===== src/hdl/bfm_consts.svh =====
// constants for the ball function mux and global interrupt status block
`ifndef BFM_CONSTS_SVH
`define BFM_CONSTS_SVH

// ============================================================
// register offsets
`define BFM_STATUS_ADDR 8'h91
`define BFM_PINMAP_ADDR 8'hA7

// ============================================================
// global interrupt status layout and reset value
`define BFM_ST_SUPPLY_BIT 7
`define BFM_ST_KEYPAD_BIT 6
`define BFM_ST_TIMER2_BIT 3
`define BFM_ST_TIMER1_BIT 2
`define BFM_ST_TIMER0_BIT 1
`define BFM_ST_IO_BIT 0
`define BFM_ST_TIMER_LSB 1
`define BFM_STATUS_RESET 8'h80

// ============================================================
// pin mapping layout, codes and reset value
`define BFM_PM_IRQSEL_BIT 4
`define BFM_PM_FSEL_MSB 2
`define BFM_PINMAP_RESET 8'h00
`define BFM_FSEL_KEYPAD 3'h0
`define BFM_FSEL_PULSE 3'h1
`define BFM_FSEL_LAST 3'h2

// ============================================================
// ball numbering: inputs 0..7, outputs 8..19
`define BFM_NUM_IN_BALLS 8
`define BFM_FIRST_EXTRA 16
`define BFM_COL8_BALL 16
`define BFM_COL9_BALL 17
`define BFM_COL10_BALL 18
`define BFM_COL11_BALL 19

`endif


===== src/hdl/bfm_pkg.sv =====
// types shared by the ball function mux and status block
package bfm_pkg;

  // ==========================================================
  // resolved function of one ball
  typedef enum logic [2:0] {
    FN_IO,
    FN_MATRIX_IN,
    FN_MATRIX_OUT,
    FN_DEDICATED,
    FN_PULSE,
    FN_IRQ,
    FN_NONE
  } bfm_ball_fn_e;

  // ==========================================================
  // host io settings for all twenty balls, from the io module
  typedef struct packed {
    logic [19:0] dir;       // 1 = output
    logic [19:0] mode_en;   // 1 = single-ended driver
    logic [19:0] mode_sel;  // 0 = open drain, 1 = open source
    logic [19:0] value;     // output level from the io module
    logic [39:0] pull;      // 2 bits per ball: 00 none, 01 down, 1x up
  } bfm_io_cfg_s;

  // timer events and their acknowledge from the timer block
  typedef struct packed {
    logic [2:0] countdown;
    logic [2:0] cycle;
    logic [2:0] ack;
  } bfm_timer_evt_s;

endpackage : bfm_pkg


===== src/hdl/bfm_top.sv =====
// ball function resolution and global interrupt status aggregation
`timescale 1ns/1ps
`default_nettype none
`include "bfm_consts.svh"

module bfm_top
  import bfm_pkg::*;
#(
  parameter int NUM_BALLS = 20
) (
  // clock and synchronous reset
  input wire logic CLK,
  input wire logic RST_N,
  // register port from the serial slave
  input wire logic REG_WR_EN,
  input wire logic REG_RD_EN,
  input wire logic [7:0] REG_ADDR,
  input wire logic [7:0] REG_WDATA,
  output logic [7:0] REG_RDATA,
  output logic REG_RVALID,
  // keypad module settings and scan drive
  input wire logic [3:0] MATRIX_IN_CNT,
  input wire logic [3:0] MATRIX_OUT_CNT,
  input wire logic [NUM_BALLS-1:0] DEDICATED_KEY,
  input wire logic [11:0] SCAN_DRIVE,
  // io module settings
  input wire bfm_io_cfg_s IO_CFG,
  // pulse outputs from the timers
  input wire logic [2:0] PULSE_IN,
  // interrupt sources
  input wire logic SUPPLY_FAIL,
  input wire logic SUPPLY_ACK,
  input wire logic KEYPAD_IRQ,
  input wire logic IO_IRQ,
  input wire bfm_timer_evt_s TIMER_EVT,
  // balls
  input wire logic [NUM_BALLS-1:0] BALL_IN,
  output logic [NUM_BALLS-1:0] BALL_OUT,
  output logic [NUM_BALLS-1:0] BALL_OE,
  output logic [NUM_BALLS-1:0] BALL_PULL_UP,
  output logic [NUM_BALLS-1:0] BALL_PULL_DN,
  output logic [NUM_BALLS-1:0] BALL_SYNC,
  // status view
  output logic [7:0] STATUS,
  output logic HOST_IRQ_N
);

  // ==========================================================
  // internal state
  logic [7:0] status_r;                // global interrupt status
  logic [7:0] pinmap_r;                // pin mapping, write only
  logic [NUM_BALLS-1:0] sync1_r;       // first synchroniser stage
  logic [NUM_BALLS-1:0] sync2_r;       // second synchroniser stage
  logic [2:0] fsel;                    // ball function select field
  logic irq_sel;                       // interrupt on last column
  logic any_irq;                       // any status bit standing
  logic [2:0] timer_set;               // timer bit set requests
  bfm_ball_fn_e map_fn [NUM_BALLS];    // function from pin mapping
  logic [1:0] map_pulse [NUM_BALLS];   // pulse index for mapped balls
  logic [NUM_BALLS-1:0] scan_vec;      // scan drive aligned to balls

  assign fsel = pinmap_r[`BFM_PM_FSEL_MSB:0];
  assign irq_sel = pinmap_r[`BFM_PM_IRQSEL_BIT];
  assign any_irq = |status_r;
  assign timer_set = TIMER_EVT.countdown | TIMER_EVT.cycle;
  assign scan_vec = {SCAN_DRIVE, 8'h00};

  // ==========================================================
  // register writes: only the pin mapping lives here
  always_ff @(posedge CLK) begin
    if (!RST_N) begin
      pinmap_r <= `BFM_PINMAP_RESET;
    end else if (REG_WR_EN && REG_ADDR == `BFM_PINMAP_ADDR) begin
      // reserved bits 7:5 and 3 are forced to zero
      pinmap_r <= {3'h0, REG_WDATA[`BFM_PM_IRQSEL_BIT], 1'b0,
                   REG_WDATA[`BFM_PM_FSEL_MSB:0]};
    end
  end

  // ==========================================================
  // register reads: one cycle latency, unmapped reads give zero
  always_ff @(posedge CLK) begin
    if (!RST_N) begin
      REG_RDATA <= 8'h00;
      REG_RVALID <= 1'b0;
    end else begin
      REG_RVALID <= REG_RD_EN;
      if (REG_RD_EN && REG_ADDR == `BFM_STATUS_ADDR) begin
        REG_RDATA <= status_r;
      end else begin
        // pin mapping is write only, so it reads as zero too
        REG_RDATA <= 8'h00;
      end
    end
  end

  // ==========================================================
  // supply-fail flag: power-on counts as a failure
  always_ff @(posedge CLK) begin
    if (!RST_N) begin
      status_r[`BFM_ST_SUPPLY_BIT] <= 1'b1;
    end else if (SUPPLY_FAIL) begin
      // set beats a clear in the same cycle
      status_r[`BFM_ST_SUPPLY_BIT] <= 1'b1;
    end else if (SUPPLY_ACK) begin
      status_r[`BFM_ST_SUPPLY_BIT] <= 1'b0;
    end
  end

  // ==========================================================
  // keypad and io bits mirror their modules; cause lives there
  always_ff @(posedge CLK) begin
    if (!RST_N) begin
      status_r[`BFM_ST_KEYPAD_BIT] <= 1'b0;
      status_r[`BFM_ST_IO_BIT] <= 1'b0;
    end else begin
      status_r[`BFM_ST_KEYPAD_BIT] <= KEYPAD_IRQ;
      status_r[`BFM_ST_IO_BIT] <= IO_IRQ;
    end
  end

  // reserved bits read as zero
  always_ff @(posedge CLK) begin
    status_r[5:4] <= 2'h0;
  end

  // ==========================================================
  // timer expiry bits: sticky, one per timer
  generate
    for (genvar t = 0; t < 3; t++) begin : g_timer
      always_ff @(posedge CLK) begin
        if (!RST_N) begin
          status_r[`BFM_ST_TIMER_LSB + t] <= 1'b0;
        end else if (timer_set[t]) begin
          // an event in the acknowledge cycle is kept
          status_r[`BFM_ST_TIMER_LSB + t] <= 1'b1;
        end else if (TIMER_EVT.ack[t]) begin
          status_r[`BFM_ST_TIMER_LSB + t] <= 1'b0;
        end
      end
    end
  endgenerate

  // ==========================================================
  // status view and active-low interrupt, only when configured
  always_ff @(posedge CLK) begin
    if (!RST_N) begin
      STATUS <= `BFM_STATUS_RESET;
      HOST_IRQ_N <= 1'b1;
    end else begin
      STATUS <= status_r;
      HOST_IRQ_N <= ~(any_irq & irq_sel);
    end
  end

  // ==========================================================
  // pin mapping of the four extra column balls
  always_comb begin
    for (int i = 0; i < NUM_BALLS; i++) begin
      map_fn[i] = FN_IO;
      map_pulse[i] = 2'h0;
    end
    case (fsel)
      `BFM_FSEL_KEYPAD: begin
        // extra columns stay keypad or io 16..19
        map_fn[`BFM_COL11_BALL] = FN_IO;
      end
      `BFM_FSEL_PULSE: begin
        map_fn[`BFM_COL9_BALL] = FN_PULSE;
        map_pulse[`BFM_COL9_BALL] = 2'h1;
        map_fn[`BFM_COL10_BALL] = FN_PULSE;
        map_pulse[`BFM_COL10_BALL] = 2'h0;
        if (irq_sel) begin
          // pulse 2 moves to column 8 when the last column is the irq
          map_fn[`BFM_COL8_BALL] = FN_PULSE;
          map_pulse[`BFM_COL8_BALL] = 2'h2;
        end else begin
          map_fn[`BFM_COL11_BALL] = FN_PULSE;
          map_pulse[`BFM_COL11_BALL] = 2'h2;
        end
      end
      `BFM_FSEL_LAST: begin
        // columns 8..10 unused; only the last column carries pulse 2
        map_fn[`BFM_COL8_BALL] = FN_NONE;
        map_fn[`BFM_COL9_BALL] = FN_NONE;
        map_fn[`BFM_COL10_BALL] = FN_NONE;
        map_fn[`BFM_COL11_BALL] = FN_PULSE;
        map_pulse[`BFM_COL11_BALL] = 2'h2;
      end
      default: begin
        // invalid selects leave the extra balls quiet and undriven
        map_fn[`BFM_COL8_BALL] = FN_NONE;
        map_fn[`BFM_COL9_BALL] = FN_NONE;
        map_fn[`BFM_COL10_BALL] = FN_NONE;
        map_fn[`BFM_COL11_BALL] = FN_NONE;
      end
    endcase
    if (irq_sel) begin
      // interrupt select wins on the last column for every select
      map_fn[`BFM_COL11_BALL] = FN_IRQ;
    end
  end

  // ==========================================================
  // ball input synchroniser; only the second stage is read
  always_ff @(posedge CLK) begin
    if (!RST_N) begin
      sync1_r <= '0;
      sync2_r <= '0;
      BALL_SYNC <= '0;
    end else begin
      sync1_r <= BALL_IN;
      sync2_r <= sync1_r;
      BALL_SYNC <= sync2_r;
    end
  end

  // ==========================================================
  // per ball function resolution and pad control
  generate
    for (genvar b = 0; b < NUM_BALLS; b++) begin : g_ball
      bfm_ball_fn_e fn;   // resolved function
      logic in_matrix;    // ball inside selected matrix size
      logic drv_val;      // io level
      logic [1:0] pull;   // host pull setting

      assign drv_val = IO_CFG.value[b];
      assign pull = IO_CFG.pull[2*b+1:2*b];

      // resolution in fixed priority order
      always_comb begin
        if (b < `BFM_NUM_IN_BALLS) begin
          in_matrix = (4'(b) < MATRIX_IN_CNT);
        end else begin
          in_matrix = (4'(b - `BFM_NUM_IN_BALLS) < MATRIX_OUT_CNT);
        end
        if (in_matrix) begin
          // matrix size first; also covers a dedicated key inside it
          fn = (b < `BFM_NUM_IN_BALLS) ? FN_MATRIX_IN : FN_MATRIX_OUT;
        end else if (DEDICATED_KEY[b]) begin
          fn = FN_DEDICATED;
        end else if (map_fn[b] != FN_IO) begin
          // mapping beats io direction, so an input can still pulse
          fn = map_fn[b];
        end else begin
          fn = FN_IO;
        end
      end

      // pad drive, direction and pulls from the resolved function
      always_ff @(posedge CLK) begin
        if (!RST_N) begin
          BALL_OUT[b] <= 1'b0;
          BALL_OE[b] <= 1'b0;
          BALL_PULL_UP[b] <= 1'b0;
          BALL_PULL_DN[b] <= 1'b0;
        end else begin
          case (fn)
            FN_MATRIX_IN: begin
              // host settings are overridden for keypad balls
              BALL_OUT[b] <= 1'b0;
              BALL_OE[b] <= 1'b0;
              BALL_PULL_UP[b] <= 1'b1;
              BALL_PULL_DN[b] <= 1'b0;
            end
            FN_MATRIX_OUT: begin
              // open-drain scan drive, pulled by the inputs only
              BALL_OUT[b] <= 1'b0;
              BALL_OE[b] <= scan_vec[b];
              BALL_PULL_UP[b] <= 1'b0;
              BALL_PULL_DN[b] <= 1'b0;
            end
            FN_DEDICATED: begin
              BALL_OUT[b] <= 1'b0;
              BALL_OE[b] <= 1'b0;
              BALL_PULL_UP[b] <= 1'b1;
              BALL_PULL_DN[b] <= 1'b0;
            end
            FN_PULSE: begin
              // full push-pull so the led edge stays sharp
              BALL_OUT[b] <= PULSE_IN[map_pulse[b]];
              BALL_OE[b] <= 1'b1;
              BALL_PULL_UP[b] <= 1'b0;
              BALL_PULL_DN[b] <= 1'b0;
            end
            FN_IRQ: begin
              // open drain so several devices can share the line
              BALL_OUT[b] <= 1'b0;
              BALL_OE[b] <= any_irq;
              BALL_PULL_UP[b] <= 1'b0;
              BALL_PULL_DN[b] <= 1'b0;
            end
            FN_IO: begin
              BALL_PULL_UP[b] <= pull[1];
              BALL_PULL_DN[b] <= (pull == 2'h1);
              if (!IO_CFG.mode_en[b]) begin
                // full push-pull
                BALL_OUT[b] <= drv_val;
                BALL_OE[b] <= IO_CFG.dir[b];
              end else if (!IO_CFG.mode_sel[b]) begin
                // open drain: drive low only
                BALL_OUT[b] <= 1'b0;
                BALL_OE[b] <= IO_CFG.dir[b] & ~drv_val;
              end else begin
                // open source: drive high only
                BALL_OUT[b] <= 1'b1;
                BALL_OE[b] <= IO_CFG.dir[b] & drv_val;
              end
            end
            default: begin
              // unused ball: floating input, no pulls
              BALL_OUT[b] <= 1'b0;
              BALL_OE[b] <= 1'b0;
              BALL_PULL_UP[b] <= 1'b0;
              BALL_PULL_DN[b] <= 1'b0;
            end
          endcase
        end
      end
    end
  endgenerate

endmodule // bfm_top

`default_nettype wire


===== config.mk =====
export PLATFORM = sky130hd
export DESIGN_NAME = bfm_top
export DESIGN_NICKNAME = d
export VERILOG_FILES = /design/src/hdl/bfm_pkg.sv /design/src/hdl/bfm_top.sv
export VERILOG_INCLUDE_DIRS = /design/src /design/src/hdl
export SDC_FILE = /design/constraint.sdc
export NUM_CORES = 1
export LEC_CHECK = 0
export ABC_AREA = 1
export ABC_CLOCK_PERIOD_IN_PS = 1200
export BUFFER_PORTS_ARGS = -buffer_cell sky130_fd_sc_hd__buf_2
export CORE_AREA = 5 5 128 130
export CTS_CLUSTER_DIAMETER = 60
export DETAILED_ROUTE_END_ITERATION = 8
export DIE_AREA = 0 0 133 135
export GPL_TIMING_DRIVEN = 0
export PLACE_DENSITY = 0.79
export SLEW_MARGIN = 20
export SYNTH_ARGS = -nofsm -noshare
export SYNTH_HDL_FRONTEND = slang
export SYNTH_SLANG_ARGS = --single-unit

===== constraint.sdc =====
create_clock -name CLK -period 1.2 [get_ports CLK]
set_clock_uncertainty 0.2 [all_clocks]
set_input_delay 0.06 -clock CLK [delete_from_list [all_inputs] [get_ports CLK]]
set_output_delay 0.06 -clock CLK [all_outputs]
set_load 0.05 [all_outputs]

==> results.rst <==
.. list-table::
   :header-rows: 1

   * - Metric
     - Value
   * - Sequential cell area fraction in the yosys report
     - 55.7%
   * - Clk sink count
     - 164
   * - Hold Vio Cnt, Final
     - 34
   * - Post-synthesis share of cell area spent on full adders, half adders and majority gates
     - 0%
   * - DRC errors left
     - 0
   * - Largest cells by area after synthesis
     - dfxtp_1 (56%), nand2_1 (9.7%), inv_1 (8.0%), nor2_1 (5.5%), a21oi_1 (2.6%)
   * - Vias in the first global route
     - 7,979
   * - Detailed-route vias per instance
     - 4.96
   * - Initial antenna violation count
     - 2
   * - Violation count after the first detailed-route iteration
     - 435
   * - Max_cap viols
     - 0
   * - Violations in the final reports
     - hold timing, setup timing
   * - Most common library cell in the layout ignoring fill and taps
     - buf_2
   * - Clk slew on worst S/H paths
     - 70 ps
   * - Arrival time of data at the critical path endpoint
     - 1630 ps
   * - Fraction of power consumed by combinational cells
     - 17.7%
   * - Simple-gate share of the synthesized area
     - 23.2%
   * - Detailed placement HPWL
     - 15,100 µm
   * - Die area
     - 0.0180 mm²
   * - Clock tree from TritonCTS
     - built
   * - Critical setup path kind
     - reg -> reg
   * - Internal power component
     - 10.3 mW
   * - Headroom to the max-slew limit
     - 44.8%
   * - Delay of the slowest critical-path stage
     - 340 ps
   * - Worst setup slack after layout
     - -314 ps
   * - Period minus WS final
     - 1510 ps
   * - Global-route wire length before repair
     - 41,600 µm
   * - Worst hold path type
     - in -> reg
   * - Slew at the pin with the worst max-slew slack
     - 828 ps
   * - Count of distinct cell types in the synthesized netlist
     - 41
   * - Net count, final
     - 1,492
   * - Average wire per cell in the routed design
     - 19.5 µm
   * - Clock latency reported for the late side of the worst-skew pair
     - 430 ps
   * - Routability-driven placement congestion ratio
     - 0.872
   * - Most area-hungry cell type in the Yosys netlist
     - dfxtp_1
   * - Yosys synthesis warning count
     - 0
   * - Peak clock frequency supported by timing
     - 661 MHz
   * - Fraction of layout cells with a size suffix above 1
     - 41.9%
   * - Total setup violations reported at the end of the flow
     - 22
   * - Routed wire length
     - 28,800 µm
   * - Via count
     - 7,336
   * - Clock power frac
     - 41.8%
   * - Synth top area share
     - 55.7%
   * - Remaining antenna violation count after routing
     - 0
   * - Worst IR drop on VDD
     - 894 µV
   * - Synthesis-to-layout area growth
     - 97.5%
   * - Leading register cell type out of synthesis
     - dfxtp_1
   * - CP cell instances
     - nor2_4 -> buf_6 -> nand2_4 -> a21oi_4 -> nand3b_1 -> nand3_1 -> nor2_1
   * - Final worst path period share
     - 126%
   * - Required time of the critical path
     - 1310 ps
   * - Net switching power of the design
     - 3.90 mW
   * - Non-filler instance count after layout
     - 1,479
   * - Sequential cell fraction of total power
     - 40.5%
   * - Average instance area after synthesis
     - 8.15 µm²
   * - Fraction of the mapped netlist area in compound gates
     - 7.28%
   * - Number of rows created at floorplan
     - 45
   * - Synth async-reset ratio
     - 0%
   * - Placed Instances
     - 1,238
   * - Outcome
     - finished, violations left
   * - Maximum clock path buffer count
     - 2
   * - Combinational family with the most area after synthesis
     - simple AND/OR/NAND/NOR gates
   * - Top library cells by usage in the layout, fill and taps aside
     - buf_2 (214), dlygate4sd3_1 (199), nand2_1 (145)
   * - Number of H-tree branching levels
     - 4
   * - RSZ-0062 raised after global routing
     - yes
   * - Die W
     - 133 µm
   * - Post-synthesis xor/xnor area fraction
     - 1.63%
   * - Number of enable flip-flop cells after synthesis
     - 0
   * - Global-route total usage across every layer
     - 29.9%
   * - Root Buffer Master
     - clkbuf_16
   * - Top delay family on crit path
     - simple AND/OR/NAND/NOR gates
   * - Leakage Power
     - 6.01 nW
   * - Die extent in y
     - 135 µm
   * - Synth Register Bits
     - 164
   * - Critical path startpoint category
     - register
   * - Pins Over Slew Limit
     - 0
   * - Maximum number of pins on one net before global-route repair
     - 17
   * - Final Util
     - 77.4%
   * - Hold_ws
     - -217 ps
   * - Buffers on Ports
     - 324
   * - Crit path max-delay cell type
     - dfxtp_2
   * - Critical Path Sink Type
     - register
   * - Number of CTS-inserted buffers
     - 17
   * - Switching Share
     - 27.4%
   * - Portion of netlist area occupied by mux cells
     - 2.04%
   * - Gate Count Post-Synth
     - 723
   * - Count of buffering cells on the critical path with inverters included
     - 1
   * - Critical-path maximum fanout
     - 6
   * - Placement Setup Slack
     - -285 ps
   * - Sum of overflow across all layers after global routing
     - 0
   * - Power density cells
     - 1220 mW/mm²
   * - Cell area after synthesis
     - 0.00589 mm²
   * - Drt pass-1 iters
     - 5
   * - Effective utilization at floorplan
     - 39.2%
   * - Core footprint
     - 0.0150 mm²
   * - Ports
     - 334
-- kinds of logic after synthesis --
logic type,after synthesis
xor gates and xnor gates,11
buffers and inverters,150
other,1
AOI/OAI and AO/OA,74
muxes,12
and+or+nand+nor,311
DFF,164
-- registers in the layout, indices dropped and copies added, names as in the netlist --
name	count
STATUS	6
pinmap_r	4
HOST_IRQ_N	1
status_r	6
sync1_r	20
BALL_OUT	20
BALL_SYNC	20
sync2_r	20
REG_RDATA	6
BALL_PULL_DN	20
BALL_PULL_UP	20
BALL_OE	20
REG_RVALID	1
-- metrics by stage --
step / cell area (µm²) / power, mW / setup TNS (ps)
detailed placement: 7780 / 7.42 / -11600
floorplan: 5920 / 6.73 / -66.8
CTS: 11200 / 14.0 / -4310
global placement: 7780 / 7.39 / -11340
global route: 11600 / 14.6 / -4650
finish: 11600 / 14.2 / -2980
-- final timing paths --
check	from	end	slack, ps	cells past startpoint
worst max-delay path	pinmap_r[2]$_SDFFE_PN0P_	BALL_OE[16]$_SDFF_PN0_	-310	7
worst min-delay path	RST_N	REG_RVALID$_SDFF_PN0_	-220	3
worst max register to register	pinmap_r[2]$_SDFFE_PN0P_	BALL_OE[16]$_SDFF_PN0_	-310	7
worst min register to register	sync2_r[8]$_SDFF_PN0_	BALL_SYNC[8]$_SDFF_PN0_	200	2
-- layer usage --
layer | wire length [µm] | track usage (%)
met5 | 0 | 0
met2 | 14800 | 54.7
met4 | 1790 | 20.0
met1 | 9720 | 28.7
met3 | 2520 | 9.13
-- cells in the mapped netlist, types with 3 or more instances --
| cell | n |
|---|---|
| a211oi_1 | 4 |
| a21oi_1 | 31 |
| buf_2 | 6 |
| buf_4 | 5 |
| clkbuf_1 | 7 |
| dfxtp_1 | 164 |
| inv_1 | 125 |
| inv_2 | 6 |
| mux2i_1 | 12 |
| nand2_1 | 153 |
| nand3_1 | 27 |
| nand3b_1 | 3 |
| nand4_1 | 5 |
| nor2_1 | 87 |
| nor2_4 | 3 |
| nor3_1 | 5 |
| nor3b_1 | 12 |
| o21ai_0 | 21 |
| o31a_1 | 3 |
| or2_2 | 3 |
| xor2_1 | 9 |
-- area by class of cell --
class	instances	area (µm²)
Inverter	131	494
Buffer	19	105
Clock buffer	19	453
Clock inverter	13	184
Sequential cell	164	3400
Tap cell	188	235
Multi-Input combinational cell	412	2250
Timing Repair Buffer	531	4500
Fill cell	851	3390
Antenna cell	2	5.00
-- what timing repair did --
item	in CTS	in global routing
endpoints found under the hold margin	119	41
hold buffers	209	3
gates resized for setup	249	159
setup buffers	1	3
pin swaps	5	15
setup endpoints to repair	129	145
-- tightest hold or removal path, delay by kind of cell --
family,cells,cell delay [ps]
buf+inv,2,220
simple gates,1,90
-- power by group through the flow --
stage / registers, mW / clock network (mW) / logic (mW)
detailed placement: 5.82 / 0 / 1.61
floorplan: 6.24 / 0 / 0.495
global placement: 5.81 / 0 / 1.58
finish: 5.75 / 5.93 / 2.51
global route: 5.76 / 6.22 / 2.64
CTS: 5.72 / 5.95 / 2.29
No activity file was read; power rests on OpenSTA's default activity.
